$ cat src/ssc_map.svh
// Offsets, field positions, reset values and repeat counts for the segment sequencer.
// Assumes inclusion by bare name; definitions only.
`ifndef SSC_MAP_SVH
`define SSC_MAP_SVH

// ----------------------------------------
// Register offsets (word addresses)
// ----------------------------------------
`define SSC_REG_CTRL 4'h0
`define SSC_REG_REPEAT 4'h1
`define SSC_REG_TBL_ADDR 4'h2
`define SSC_REG_TBL_DATA 4'h3
`define SSC_REG_CMD 4'h4
`define SSC_REG_STATUS 4'h5
`define SSC_REG_SEQ_LOOPS 4'h6

// ----------------------------------------
// Control register fields
// ----------------------------------------
`define SSC_CTRL_MODE_LSB 0
`define SSC_CTRL_SRC_LSB 2
`define SSC_CTRL_ARM_BIT 4
`define SSC_CTRL_OUT_EN_BIT 5
`define SSC_CTRL_RESET 32'h0000_0000

// ----------------------------------------
// Command register bits
// ----------------------------------------
`define SSC_CMD_START_BIT 0
`define SSC_CMD_STOP_BIT 1
`define SSC_CMD_SOFT_EVENT_BIT 2
`define SSC_CMD_RECALL_BIT 3

// ----------------------------------------
// Table row layout
// ----------------------------------------
`define SSC_ROW_LOOPS_LSB 0
`define SSC_ROW_SEG_LSB 20
`define SSC_ROW_JUMP_BIT 28
`define SSC_ROW_LINK_LSB 29

// ----------------------------------------
// Counts
// ----------------------------------------
`define SSC_REPEAT_MAX 20'd1000000
`define SSC_REPEAT_RESET 20'd1

`endif

$ cat src/ssc_pkg.sv
// Types shared by the segment sequencer.
// Assumes the map header is included where offsets are needed.
package ssc_pkg;
   typedef enum logic [1:0] {MODE_AUTO, MODE_ONCE, MODE_STEPPED} ssc_mode_t;
   typedef enum logic [1:0] {SRC_BUTTON, SRC_TRIGGER, SRC_EVENT, SRC_SOFT} ssc_src_t;
   typedef enum logic [1:0] {ST_IDLE, ST_ARMED, ST_PLAY} ssc_state_t;

   // One sequence table row
   typedef struct packed {
      logic [2:0] link;
      logic jump;
      logic [7:0] segment;
      logic [19:0] loops;
   } ssc_row_t;

   // Request to the segment player
   typedef struct packed {
      logic [7:0] segment;
      logic last_pass;
   } ssc_seg_req_t;
endpackage

$ cat src/ssc_sequencer.sv
// Segment sequencer for one output channel: walks a loaded table, issues segments.
// Assumes a segment player that pulses seg_done_i when a pass ends and pins synced here.
`timescale 1ns/100ps
`default_nettype none
`include "ssc_map.svh"

module ssc_sequencer #(
   parameter int ROWS = 8,
   parameter int RW = $clog2(ROWS)
) (
   input wire logic clock,
   input wire logic rst,
   input wire logic [3:0] reg_addr,
   input wire logic [31:0] reg_wdata,
   input wire logic reg_wr,
   input wire logic reg_rd,
   output logic [31:0] reg_rdata,
   input wire logic manual_trigger_button,
   input wire logic trig_in,
   input wire logic event_in,
   input wire logic seg_done_i,
   output logic seg_valid_o,
   input wire logic seg_ready_i,
   output ssc_pkg::ssc_seg_req_t seg_o,
   output logic output_en_o,
   output logic playing_o
);

   // ----------------------------------------
   // State
   // ----------------------------------------
   typedef struct packed {
      ssc_pkg::ssc_state_t st;
      ssc_pkg::ssc_mode_t mode;
      ssc_pkg::ssc_src_t src;
      logic arm;
      logic out_en;
      logic [19:0] repeat_cfg;
      logic [19:0] repeat_cnt;
      logic [RW-1:0] tbl_addr;
      logic [RW-1:0] row;
      logic [19:0] loop_cnt;
      logic [19:0] seq_loops_cfg;
      logic [19:0] seq_cnt;
      logic [RW-1:0] sub_start;
      logic [2:0] sync_btn;
      logic [2:0] sync_trg;
      logic [2:0] sync_evt;
      logic soft_evt;
      logic jump_pending;
      logic [1:0] buf_vld;
      ssc_pkg::ssc_seg_req_t [1:0] buf_dat;
      logic [31:0] rdata;
      logic [RW:0] inflight;
   } ssc_state_s_t;

   ssc_state_s_t s_q, s_d;
   ssc_pkg::ssc_row_t table_q [ROWS];

   // Row is emitted with loop count reloaded on entry
   function automatic logic [19:0] row_loops(input ssc_pkg::ssc_row_t r);
      row_loops = (r.loops == 20'h0_0000) ? 20'h0_0001 : r.loops;
   endfunction

   ssc_pkg::ssc_row_t cur_row;
   logic adv_evt, go_evt, issue, last_row, wr_tbl;
   logic btn_rise, trg_rise, evt_rise;

   assign cur_row = table_q[s_q.row];
   assign last_row = (s_q.row == RW'(ROWS - 1));
   assign btn_rise = s_q.sync_btn[1] & ~s_q.sync_btn[2];
   assign trg_rise = s_q.sync_trg[1] & ~s_q.sync_trg[2];
   assign evt_rise = s_q.sync_evt[1] & ~s_q.sync_evt[2];
   assign wr_tbl = reg_wr && (reg_addr == `SSC_REG_TBL_DATA);

   // ----------------------------------------
   // Advance source select
   // ----------------------------------------
   always_comb begin
      unique case (s_q.src)
         ssc_pkg::SRC_BUTTON: adv_evt = btn_rise;
         ssc_pkg::SRC_TRIGGER: adv_evt = trg_rise;
         ssc_pkg::SRC_EVENT: adv_evt = evt_rise;
         ssc_pkg::SRC_SOFT: adv_evt = s_q.soft_evt;
      endcase
   end

   assign go_evt = adv_evt;
   // Refill the two-entry buffer whenever a slot is free so the player never starves
   assign issue = (s_q.st == ssc_pkg::ST_PLAY) && !(&s_q.buf_vld);

   always_ff @(posedge clock) begin
      if (wr_tbl) begin
         table_q[s_q.tbl_addr] <= reg_wdata;
      end
   end

   always_comb begin
      s_d = s_q;
      s_d.sync_btn = {s_q.sync_btn[1:0], manual_trigger_button};
      s_d.sync_trg = {s_q.sync_trg[1:0], trig_in};
      s_d.sync_evt = {s_q.sync_evt[1:0], event_in};
      s_d.soft_evt = 1'b0;
      s_d.rdata = 32'h0000_0000;

      // ----------------------------------------
      // Register bus
      // ----------------------------------------
      if (reg_wr) begin
         unique case (reg_addr)
            `SSC_REG_CTRL: begin
               s_d.mode = ssc_pkg::ssc_mode_t'(reg_wdata[`SSC_CTRL_MODE_LSB +: 2]);
               s_d.src = ssc_pkg::ssc_src_t'(reg_wdata[`SSC_CTRL_SRC_LSB +: 2]);
               s_d.arm = reg_wdata[`SSC_CTRL_ARM_BIT];
               s_d.out_en = reg_wdata[`SSC_CTRL_OUT_EN_BIT];
            end
            `SSC_REG_REPEAT: begin
               // Whole word is compared so large values clamp instead of wrapping
               if (reg_wdata == 32'h0000_0000) begin
                  s_d.repeat_cfg = `SSC_REPEAT_RESET;
               end else if (reg_wdata > {12'h000, `SSC_REPEAT_MAX}) begin
                  s_d.repeat_cfg = `SSC_REPEAT_MAX;
               end else begin
                  s_d.repeat_cfg = reg_wdata[19:0];
               end
            end
            `SSC_REG_TBL_ADDR: s_d.tbl_addr = reg_wdata[RW-1:0];
            `SSC_REG_TBL_DATA: s_d.tbl_addr = s_q.tbl_addr + RW'(1);
            `SSC_REG_SEQ_LOOPS: s_d.seq_loops_cfg = reg_wdata[19:0];
            `SSC_REG_CMD: begin
               s_d.soft_evt = reg_wdata[`SSC_CMD_SOFT_EVENT_BIT];
               if (reg_wdata[`SSC_CMD_RECALL_BIT]) begin
                  s_d.out_en = 1'b0;
               end
               if (reg_wdata[`SSC_CMD_STOP_BIT]) begin
                  s_d.st = ssc_pkg::ST_IDLE;
               end else if (reg_wdata[`SSC_CMD_START_BIT]) begin
                  s_d.st = ssc_pkg::ST_ARMED;
                  s_d.row = '0;
                  s_d.loop_cnt = row_loops(table_q[0]);
                  s_d.seq_cnt = s_q.seq_loops_cfg;
                  s_d.sub_start = '0;
                  s_d.repeat_cnt = s_q.repeat_cfg;
                  s_d.jump_pending = 1'b0;
               end
            end
            default: ;
         endcase
      end
      if (reg_rd) begin
         unique case (reg_addr)
            `SSC_REG_CTRL: s_d.rdata = {26'h0, s_q.out_en, s_q.arm, s_q.src, s_q.mode};
            `SSC_REG_REPEAT: s_d.rdata = {12'h0, s_q.repeat_cfg};
            `SSC_REG_TBL_ADDR: s_d.rdata = 32'(s_q.tbl_addr);
            `SSC_REG_TBL_DATA: s_d.rdata = table_q[s_q.tbl_addr];
            `SSC_REG_SEQ_LOOPS: s_d.rdata = {12'h0, s_q.seq_loops_cfg};
            `SSC_REG_STATUS: s_d.rdata = {8'(s_q.row), 4'(s_q.repeat_cnt[3:0]), 18'h0, s_q.st};
            default: s_d.rdata = 32'h0000_0000;
         endcase
      end

      // ----------------------------------------
      // Sequencer
      // ----------------------------------------
      unique case (s_q.st)
         ssc_pkg::ST_IDLE: ;
         ssc_pkg::ST_ARMED: begin
            // Armed waits for the selected source; unarmed auto starts at once
            if (!s_q.arm && s_q.mode == ssc_pkg::MODE_AUTO) begin
               s_d.st = ssc_pkg::ST_PLAY;
            end else if (go_evt) begin
               s_d.st = ssc_pkg::ST_PLAY;
            end
         end
         ssc_pkg::ST_PLAY: begin
            if (go_evt && (cur_row.jump || s_q.mode == ssc_pkg::MODE_STEPPED)) begin
               s_d.jump_pending = 1'b1;
            end
            if (issue) begin
               s_d.buf_vld[1] = s_q.buf_vld[0];
               s_d.buf_dat[1] = s_q.buf_dat[0];
               s_d.buf_vld[0] = 1'b1;
               s_d.buf_dat[0].segment = cur_row.segment;
               s_d.buf_dat[0].last_pass = (s_q.loop_cnt == 20'h0_0001);
               if (s_q.loop_cnt > 20'h0_0001) begin
                  s_d.loop_cnt = s_q.loop_cnt - 20'h0_0001;
               end else if ((cur_row.jump || s_q.mode == ssc_pkg::MODE_STEPPED) && !s_d.jump_pending) begin
                  s_d.loop_cnt = 20'h0_0001;
               end else begin
                  s_d.jump_pending = 1'b0;
                  if (cur_row.link != 3'h0 && s_q.seq_cnt > 20'h0_0001) begin
                     // Row with a link closes a sub-sequence that repeats
                     s_d.seq_cnt = s_q.seq_cnt - 20'h0_0001;
                     s_d.row = s_q.sub_start;
                     s_d.loop_cnt = row_loops(table_q[s_q.sub_start]);
                  end else if (last_row) begin
                     s_d.row = '0;
                     s_d.sub_start = '0;
                     s_d.seq_cnt = s_q.seq_loops_cfg;
                     s_d.loop_cnt = row_loops(table_q[0]);
                     if (s_q.mode == ssc_pkg::MODE_ONCE) begin
                        if (s_q.repeat_cnt > 20'h0_0001) begin
                           s_d.repeat_cnt = s_q.repeat_cnt - 20'h0_0001;
                        end else begin
                           s_d.repeat_cnt = s_q.repeat_cfg;
                           s_d.st = ssc_pkg::ST_ARMED;
                        end
                     end
                  end else begin
                     s_d.row = s_q.row + RW'(1);
                     s_d.loop_cnt = row_loops(table_q[s_q.row + RW'(1)]);
                     if (cur_row.link != 3'h0) begin
                        s_d.sub_start = s_q.row + RW'(1);
                        s_d.seq_cnt = s_q.seq_loops_cfg;
                     end
                  end
               end
            end
         end
         default: s_d.st = ssc_pkg::ST_IDLE;
      endcase

      // ----------------------------------------
      // Two-entry output buffer: drain oldest
      // ----------------------------------------
      if (seg_valid_o && seg_ready_i) begin
         if (s_d.buf_vld[1]) begin
            s_d.buf_vld[1] = 1'b0;
         end else begin
            s_d.buf_vld[0] = 1'b0;
         end
      end
      if (s_d.st == ssc_pkg::ST_IDLE) begin
         s_d.buf_vld = 2'b00;
      end
      s_d.inflight = seg_done_i ? '0 : s_q.inflight;
   end

   always_ff @(posedge clock) begin
      if (rst) begin
         s_q <= '0;
         s_q.repeat_cfg <= `SSC_REPEAT_RESET;
         s_q.repeat_cnt <= `SSC_REPEAT_RESET;
         s_q.seq_loops_cfg <= 20'h0_0001;
         s_q.loop_cnt <= 20'h0_0001;
         s_q.seq_cnt <= 20'h0_0001;
      end else begin
         s_q <= s_d;
      end
   end

   // ----------------------------------------
   // Outputs
   // ----------------------------------------
   logic seg_valid_q;
   ssc_pkg::ssc_seg_req_t seg_q;
   logic out_en_q, playing_q;
   always_ff @(posedge clock) begin
      if (rst) begin
         out_en_q <= 1'b0;
         playing_q <= 1'b0;
      end else begin
         out_en_q <= s_d.out_en;
         playing_q <= (s_d.st == ssc_pkg::ST_PLAY);
      end
   end
   assign seg_valid_o = s_q.buf_vld[1] | s_q.buf_vld[0];
   assign seg_o = s_q.buf_vld[1] ? s_q.buf_dat[1] : s_q.buf_dat[0];
   assign reg_rdata = s_q.rdata;
   assign output_en_o = out_en_q;
   assign playing_o = playing_q;

endmodule // ssc_sequencer
`default_nettype wire

$ cat config.mk
export PLATFORM = sky130hd
export DESIGN_NAME = ssc_sequencer
export DESIGN_NICKNAME = d
export VERILOG_FILES = /design/src/ssc_pkg.sv /design/src/ssc_sequencer.sv
export VERILOG_INCLUDE_DIRS = /design/src
export SDC_FILE = /design/constraint.sdc
export NUM_CORES = 1
export LEC_CHECK = 0
export BUFFER_PORTS_ARGS = -buffer_cell sky130_fd_sc_hd__buf_2
export CORE_ASPECT_RATIO = 1.75
export CORE_UTILIZATION = 27
export DETAILED_ROUTE_END_ITERATION = 8
export PLACE_DENSITY_LB_ADDON = 0.05
export SLEW_MARGIN = 20
export SYNTH_ARGS = -nofsm -noshare
export SYNTH_HDL_FRONTEND = slang
export SYNTH_SLANG_ARGS = --single-unit
export TNS_END_PERCENT = 100
$ cat constraint.sdc
create_clock -name clock -period 3.8 [get_ports clock]
set_input_delay 0.19 -clock clock [delete_from_list [all_inputs] [get_ports clock]]
set_output_delay 0.19 -clock clock [all_outputs]
set_load 0.05 [all_outputs]
Yosys cells after proc, flatten, opt, wreduce, memory -nomap -nowiden
Memories as Yosys holds them, arrays and structs flattened. A register that Yosys moved wholly into a read port is not among the register bits.
Cells that the tools add are included.
{"block": "totals", "elab_cells": 176, "romBits": 0, "out_inout_bits": 44, "latch_bits": 0, "ff_bits": 181, "mem_count": 1, "mem_bits_rw": 256, "inputBits": 45}
{"block": "op_classes", "n_reduce_logical": 34, "eq_ne": 17, "multipliers": 0, "bitwise": 10, "muxes": 79, "magnitude_cmp": 4, "addsub": 5, "n_div": 0, "n_shift": 0}
{"memory": "table_q", "depth": 8, "word_bits": 32, "rd": 5, "rd_ports_with_merged_regs": 3, "write_ports": 1, "line": "ssc_sequencer.sv:58", "rtl": "ssc_pkg::ssc_row_t table_q [ROWS];"}
{"op": "2-to-1 mux 20 bit", "n": 21}
{"op": "2-to-1 mux 23 bit", "n": 16}
{"op": "one-hot mux 32 bit (6 select lines)", "n": 1}
{"op": "2-to-1 mux 117 bit", "n": 1}
{"op": "greater-than comparator 20 x 1 -> 1 bit (second input constant)", "n": 3}
{"op": "zero test 20 bit", "n": 3}
{"op": "subtractor 20 x 1 -> 20 bit (second input constant)", "n": 3}
{"op": "2-to-1 mux 21 bit", "n": 2}
{"op": "greater-than comparator 32 x 20 -> 1 bit (second input constant)", "n": 1}
{"op": "zero test 32 bit", "n": 1}
{"op": "2-to-1 mux 2 bit", "n": 12}
{"op": "2-to-1 mux 3 bit", "n": 7}
{"op": "equality test 20 x 1 -> 1 bit (second input constant)", "n": 1}
{"op": "2-to-1 mux 1 bit", "n": 13}
{"op": "equality test 4 x 3 -> 1 bit (second input constant)", "n": 3}
{"op": "AND reduction 2 bit", "n": 6}
{"op": "equality test 2 bit (second input constant)", "n": 5}
{"op": "2-to-1 mux 9 bit", "n": 1}
{"op": "equality test 4 x 2 -> 1 bit (second input constant)", "n": 2}
{"op": "zero test 2 bit", "n": 4}
{"op": "logical AND 1 bit", "n": 7}
{"op": "adder 3 x 1 -> 3 bit (second input constant)", "n": 2}
{"op": "equality test 2 x 1 -> 1 bit (second input constant)", "n": 3}
{"op": "NOT 1 bit", "n": 6}
{"op": "18 further kinds", "n": 25}

Logic depth before layout (Yosys ltp)
An unclocked memory read counts as a cell.
{"block": "logic_depth", "ltp_word": 17, "mapped_depth": 11, "mapped_depth_nobuf": 9}

Least setup slack after synthesis
Ideal clock, no wire load.
{"block": "synth_path", "path_type": "input to register", "from": "input port reg_addr[2]", "to": "memory table_q[0][0] (netlist name), enable pin", "path_slack_ns": -0.171, "t_arrival_ns": 3.510, "required_ns": 3.339, "setup_ns": 0.461, "path_buffers": 3, "path_stages": 7, "path_cell_list": "clkbuf_1 -> nor2_1 -> and3_1 -> clkbuf_1 -> clkbuf_1 -> nand3b_1 -> nor3_1"}
{"block": "synth_between", "elab_chain_len": 4}
{"item": "from (decl)", "line": "ssc_sequencer.sv:13", "rtl": "input wire logic [3:0] reg_addr,"}
{"item": "equality test 4 x 2 -> 1 bit"}
{"item": "logical AND 1 bit", "line": "ssc_sequencer.sv:74", "rtl": "assign wr_tbl = reg_wr && (reg_addr == `SSC_REG_TBL_DATA);"}
{"item": "2-to-1 mux 1 bit", "line": "ssc_sequencer.sv:93", "rtl": "if (wr_tbl) begin"}
{"item": "2-to-1 mux 1 bit (implied by the code)", "line": "ssc_sequencer.sv:94", "rtl": "table_q[s_q.tbl_addr] <= reg_wdata;"}
{"item": "to (decl)", "line": "ssc_sequencer.sv:58"}
No other way between the ends.

Worst setup path after layout
{"block": "layout_path", "from": "register s_q[130] (netlist name)", "to": "register s_q[110] (netlist name)"}
{"block": "layout_between", "elab_chain_len": 10, "elab_cells_between_ends": 11, "cone_classes": "add/sub (1); eq/ne (1); mux (7); reduce/logical (1); memory (1)"}
{"item": "from (decl)", "line": "ssc_sequencer.sv:57", "rtl": "ssc_state_s_t s_q, s_d;"}
{"item": "adder 3 x 1 -> 3 bit", "line": "ssc_sequencer.sv:211", "rtl": "s_d.loop_cnt = row_loops(table_q[s_q.row + RW'(1)]);"}
{"item": "memory (8 x 32 bit)"}
{"item": "zero test 20 bit", "line": "ssc_sequencer.sv:62", "rtl": "row_loops = (r.loops == 20'h0_0000) ? 20'h0_0001 : r.loops;"}
{"item": "2-to-1 mux 20 bit", "line": "ssc_sequencer.sv:62"}
{"item": "2-to-1 mux 23 bit *", "line": "ssc_sequencer.sv:196", "rtl": "end else if (last_row) begin"}
{"item": "2-to-1 mux 23 bit *", "line": "ssc_sequencer.sv:191", "rtl": "if (cur_row.link != 3'h0 && s_q.seq_cnt > 20'h0_0001) begin"}
{"item": "2-to-1 mux 20 bit *", "line": "ssc_sequencer.sv:187", "rtl": "end else if ((cur_row.jump || s_q.mode == ssc_pkg::MODE_STEPPED) && !s_d.jump_pending) begin"}
{"item": "2-to-1 mux 20 bit *", "line": "ssc_sequencer.sv:185", "rtl": "if (s_q.loop_cnt > 20'h0_0001) begin"}
{"item": "2-to-1 mux 23 bit *", "line": "ssc_sequencer.sv:179", "rtl": "if (issue) begin"}
{"item": "2-to-1 mux 23 bit *", "line": "ssc_sequencer.sv:165", "rtl": "unique case (s_q.st)"}
Every way passes the cells marked *; elsewhere a longest branch is shown, timed or not.
A chain may end at the register's enable or synchronous reset.

==> flow_metrics.py <==
metrics = {
    "floorplanning": {
        "dieArea_mm2": 0.0863,
        "die_h_um": 388,
        "rows": 141,
        "die_w_um": 223,
        "io_pins": 89,
        "initial_core_util": 0.273,
        "design.core.area_mm2": 0.0843,
    },
    "place": {
        "port-buffer-count": 87,
        "dp_slack_ns": 0.516,
        "hpwl_mm": 64.0,
        "gp_congestion": 0.819,
        "placed_cell_area_mm2": 0.0249,
    },
    "worst_setup_path": {
        "crit_arrival_ns": 3.81,
        "rr_worst_depth": 10,
        "r2r_start": "s_q[130]$_SDFF_PP0_",
        "crit_type": "flip-flop to flip-flop",
        "cp-end-kind": "flip-flop",
        "r2r-end": "s_q[110]$_SDFF_PP1_",
        "crit_path_start_kind": "flip-flop",
        "cp_max_fo": 19,
        "crit_required_ns": 4.32,
        "reg2reg_slack_ns": 0.51,
    },
    "power": {
        "p_comb_frac": 0.040,
        "power.internal_w": 0.00851,
        "vdd_drop_max_uv": 309,
        "power_density_mw_per_mm2": 405,
        "leakage_nw": 8.63,
        "switchingPower_w": 0.00245,
        "power_w": 0.0110,
        "power_frac_seq": 0.464,
        "p_sw_frac": 0.224,
        "p_clk_frac": 0.496,
    },
    "sta": {
        "setup_tns_ns": 0,
        "final_max_slew_viol_count": 0,
        "finalCriticalPeriod_ns": 3.29,
        "hold_slack_ns": 0.0294,
        "fmax_mhz": 304,
        "fin_crit_sh": 0.865,
        "rsz0062_at_grt": "no",
        "fin_skew_ns": 0.0239,
        "hold_viol": 0,
        "slew_headroom": 0.341,
        "worst_slew_pin_slew_ns": 0.989,
        "setup_ws_ns": 0.514,
        "setup_violations": 0,
    },
    "cells_and_area": {
        "final_cell_mix": "256 x edfxtp_1, 194 x nand2_1, 178 x dfxtp_1, 162 x mux4_2, 138 x nor2_1",
        "nets": 2080,
        "stdcell_area_mm2": 0.0270,
        "final_layout_size_suffix_gt1_frac": 0.253,
        "final_common_cell": "edfxtp_1",
        "areaGrowthSynthToFinish_pct": 17.6,
    },
    "global_route": {
        "grt_usage": 0.209,
        "antenna_found_initial": 3,
        "grt_max_degree": 75,
        "grt_pass1_wl_mm": 130,
        "grt_pass1_vias": 17792,
        "overflow": 0,
    },
    "routing": {
        "num_vias": 17140,
        "finalWirelength_mm": 90.3,
        "route.detailed.drc": 0,
        "first_iter_violations": 1229,
        "vias_per_cell": 5.46,
        "drtAntennaViolNets": 0,
        "detail_route.wl_per_cell_um": 28.8,
        "dr.pass1.iters": 5,
    },
    "clocking": {
        "cts_sinks": 440,
        "cts_resized": 0,
        "clk_latency_ns": 0.62,
        "h-tree-depth": 2,
        "clkTransAtPathRegs_ns": 0.07,
        "clockBufferDepth": 3,
        "cts_inserted_buffers": 49,
        "cts_tree": "yes",
        "cts_root_buf": "clkbuf_16",
    },
    "hold_path": {
        "whs_endpoint": "s_q[106]$_SDFFE_PP0P_",
        "hold_class": "input port to flip-flop",
        "min_from": "reg_wdata[16]",
        "hold_depth": 3,
    },
    "status": {
        "status": "completed",
    },
    "logic_synthesis": {
        "syn-cell-area_mm2": 0.0230,
        "ys_seq_area_frac": 0.495,
        "synthArstFlopShare": 0,
        "syn_area_per_cell_um2": 11.9,
        "synthCells": 1929,
        "yosys_warnings": 0,
        "ys_types": 77,
        "synth_edf_count": 256,
        "synth_flop_cell": "edfxtp_1",
        "ys_ff_latch": 440,
        "syn-num-nets": 1983,
    },
    "flow_run": {
        "cap_violations": 0,
    },
}
==> state kept, by name, indices dropped and copies added, names as in the netlist, named ones only <==
signal,cells
s_q,141
playing_o,1
table_q,256
reg_rdata,32
output_en_o,1
s_d,6
==> cells by family after synthesis <==
| logic type | Yosys count | share of synthesized area |
|---|---|---|
| adder cells (fa/ha/maj) | 9 | 0.00490 |
| flip-flops | 440 | 0.495 |
| AO/OA/AOI/OAI | 364 | 0.107 |
| buffers and inverters | 196 | 0.0392 |
| XOR/XNOR | 24 | 0.00914 |
| AND/OR/NAND/NOR | 611 | 0.131 |
| multiplexers | 285 | 0.215 |
==> layout make-up <==
cell class,count,area [µm²]
antenna,1,2.50
clock buffer,60,1320
clock inverter,31,493
fill,8494,57300
inverter,22,82.6
multi-input combinational,1293,10800
sequential,440,11400
tap,1072,1340
timing repair buffer,220,1560
==> per-layer routing <==
layer | vias up | wire (µm) | GRT usage
met2 | 457 | 47800 | 0.385
met3 | 129 | 2980 | 0.0196
met4 | 2 | 3310 | 0.0772
li1 | 7701 | - | -
met1 | 8851 | 36200 | 0.248
met5 | - | 13 | 0
==> synthesized netlist by cell type (all sizes together) (9+ instances only) <==
cell type    n  area share
mux4       162        0.16
nand4       12      0.0033
edfxtp     256        0.33
ha           9      0.0049
dfxtp      184        0.16
nand2b      23      0.0063
xnor2       14      0.0053
a222oi      19      0.0083
nor2b       19      0.0052
mux2        41       0.020
and3        20      0.0054
nor4        42       0.013
nand2      195       0.032
nand3       30      0.0065
nor2       147       0.024
a211oi      40       0.013
inv         21      0.0034
nor3        45       0.010
clkbuf      92       0.015
nor4b        9      0.0034
mux2i       82       0.036
a221oi      12      0.0056
a22oi       20      0.0065
buf         82       0.021
or4         20      0.0065
or2          9      0.0024
or3         12      0.0035
a311oi      20      0.0076
a21oi      117       0.025
o21ai       64       0.014
o221ai      10      0.0038
xor2        10      0.0038
==> per-stage QoR <==
| step | util | std cells |
|---|---|---|
| after floorplan | - | 1929 |
| after global placement | 0.295 | 3012 |
| after detailed placement | 0.295 | 3012 |
| after CTS | 0.320 | 3138 |
| after global routing | 0.320 | 3138 |
| final | 0.321 | 3139 |
==> worst max-delay path by stage <==
stage / from / end / slack [ns] / cells after the start
finish: s_q[130]$_SDFF_PP0_ / s_q[110]$_SDFF_PP1_ / 0.51 / 10
floorplan: reg_addr[2] / table_q[1][0]$_DFFE_PP_ / 0.13 / 6
global placement: s_q[130]$_SDFF_PP0_ / s_q[110]$_SDFF_PP1_ / 0.47 / 10
global route: s_q[130]$_SDFF_PP0_ / s_q[152]$_SDFF_PP0_ / 0.29 / 8
CTS: s_q[130]$_SDFF_PP0_ / s_q[110]$_SDFF_PP1_ / 0.49 / 10
detailed placement: s_q[130]$_SDFF_PP0_ / s_q[110]$_SDFF_PP1_ / 0.52 / 10
==> worst max-delay path, stage by stage, from the launching register on <==
cell	delay, ns
dfxtp_4	0.42
ha_4	0.50
buf_4	0.22
mux4_2	0.50
nand2_1	0.08
nand2_1	0.08
or4b_2	0.67
nor4_1	0.28
buf_4	0.16
nor4_1	0.05
o31ai_1	0.22
==> repair_timing <==
action | 4_1_cts | 5_1_grt
buffers inserted | 0 | 0
hold buffers | 35 | 0
endpoints found under the hold margin | 220 | 0
==> power by group through the flow <==
| stage | clock network (W) | logic [W] | registers [W] |
|---|---|---|---|
| final | 0.00543 | 0.000438 | 0.00509 |
| after global routing | 0.00576 | 0.000470 | 0.00509 |
| after CTS | 0.00561 | 0.000445 | 0.00509 |
| after detailed placement | 0 | 0.000414 | 0.00519 |
| after global placement | 0 | 0.000415 | 0.00519 |
| after floorplan | 0 | 0.000217 | 0.00517 |
Power figures use the tool's default switching activity.
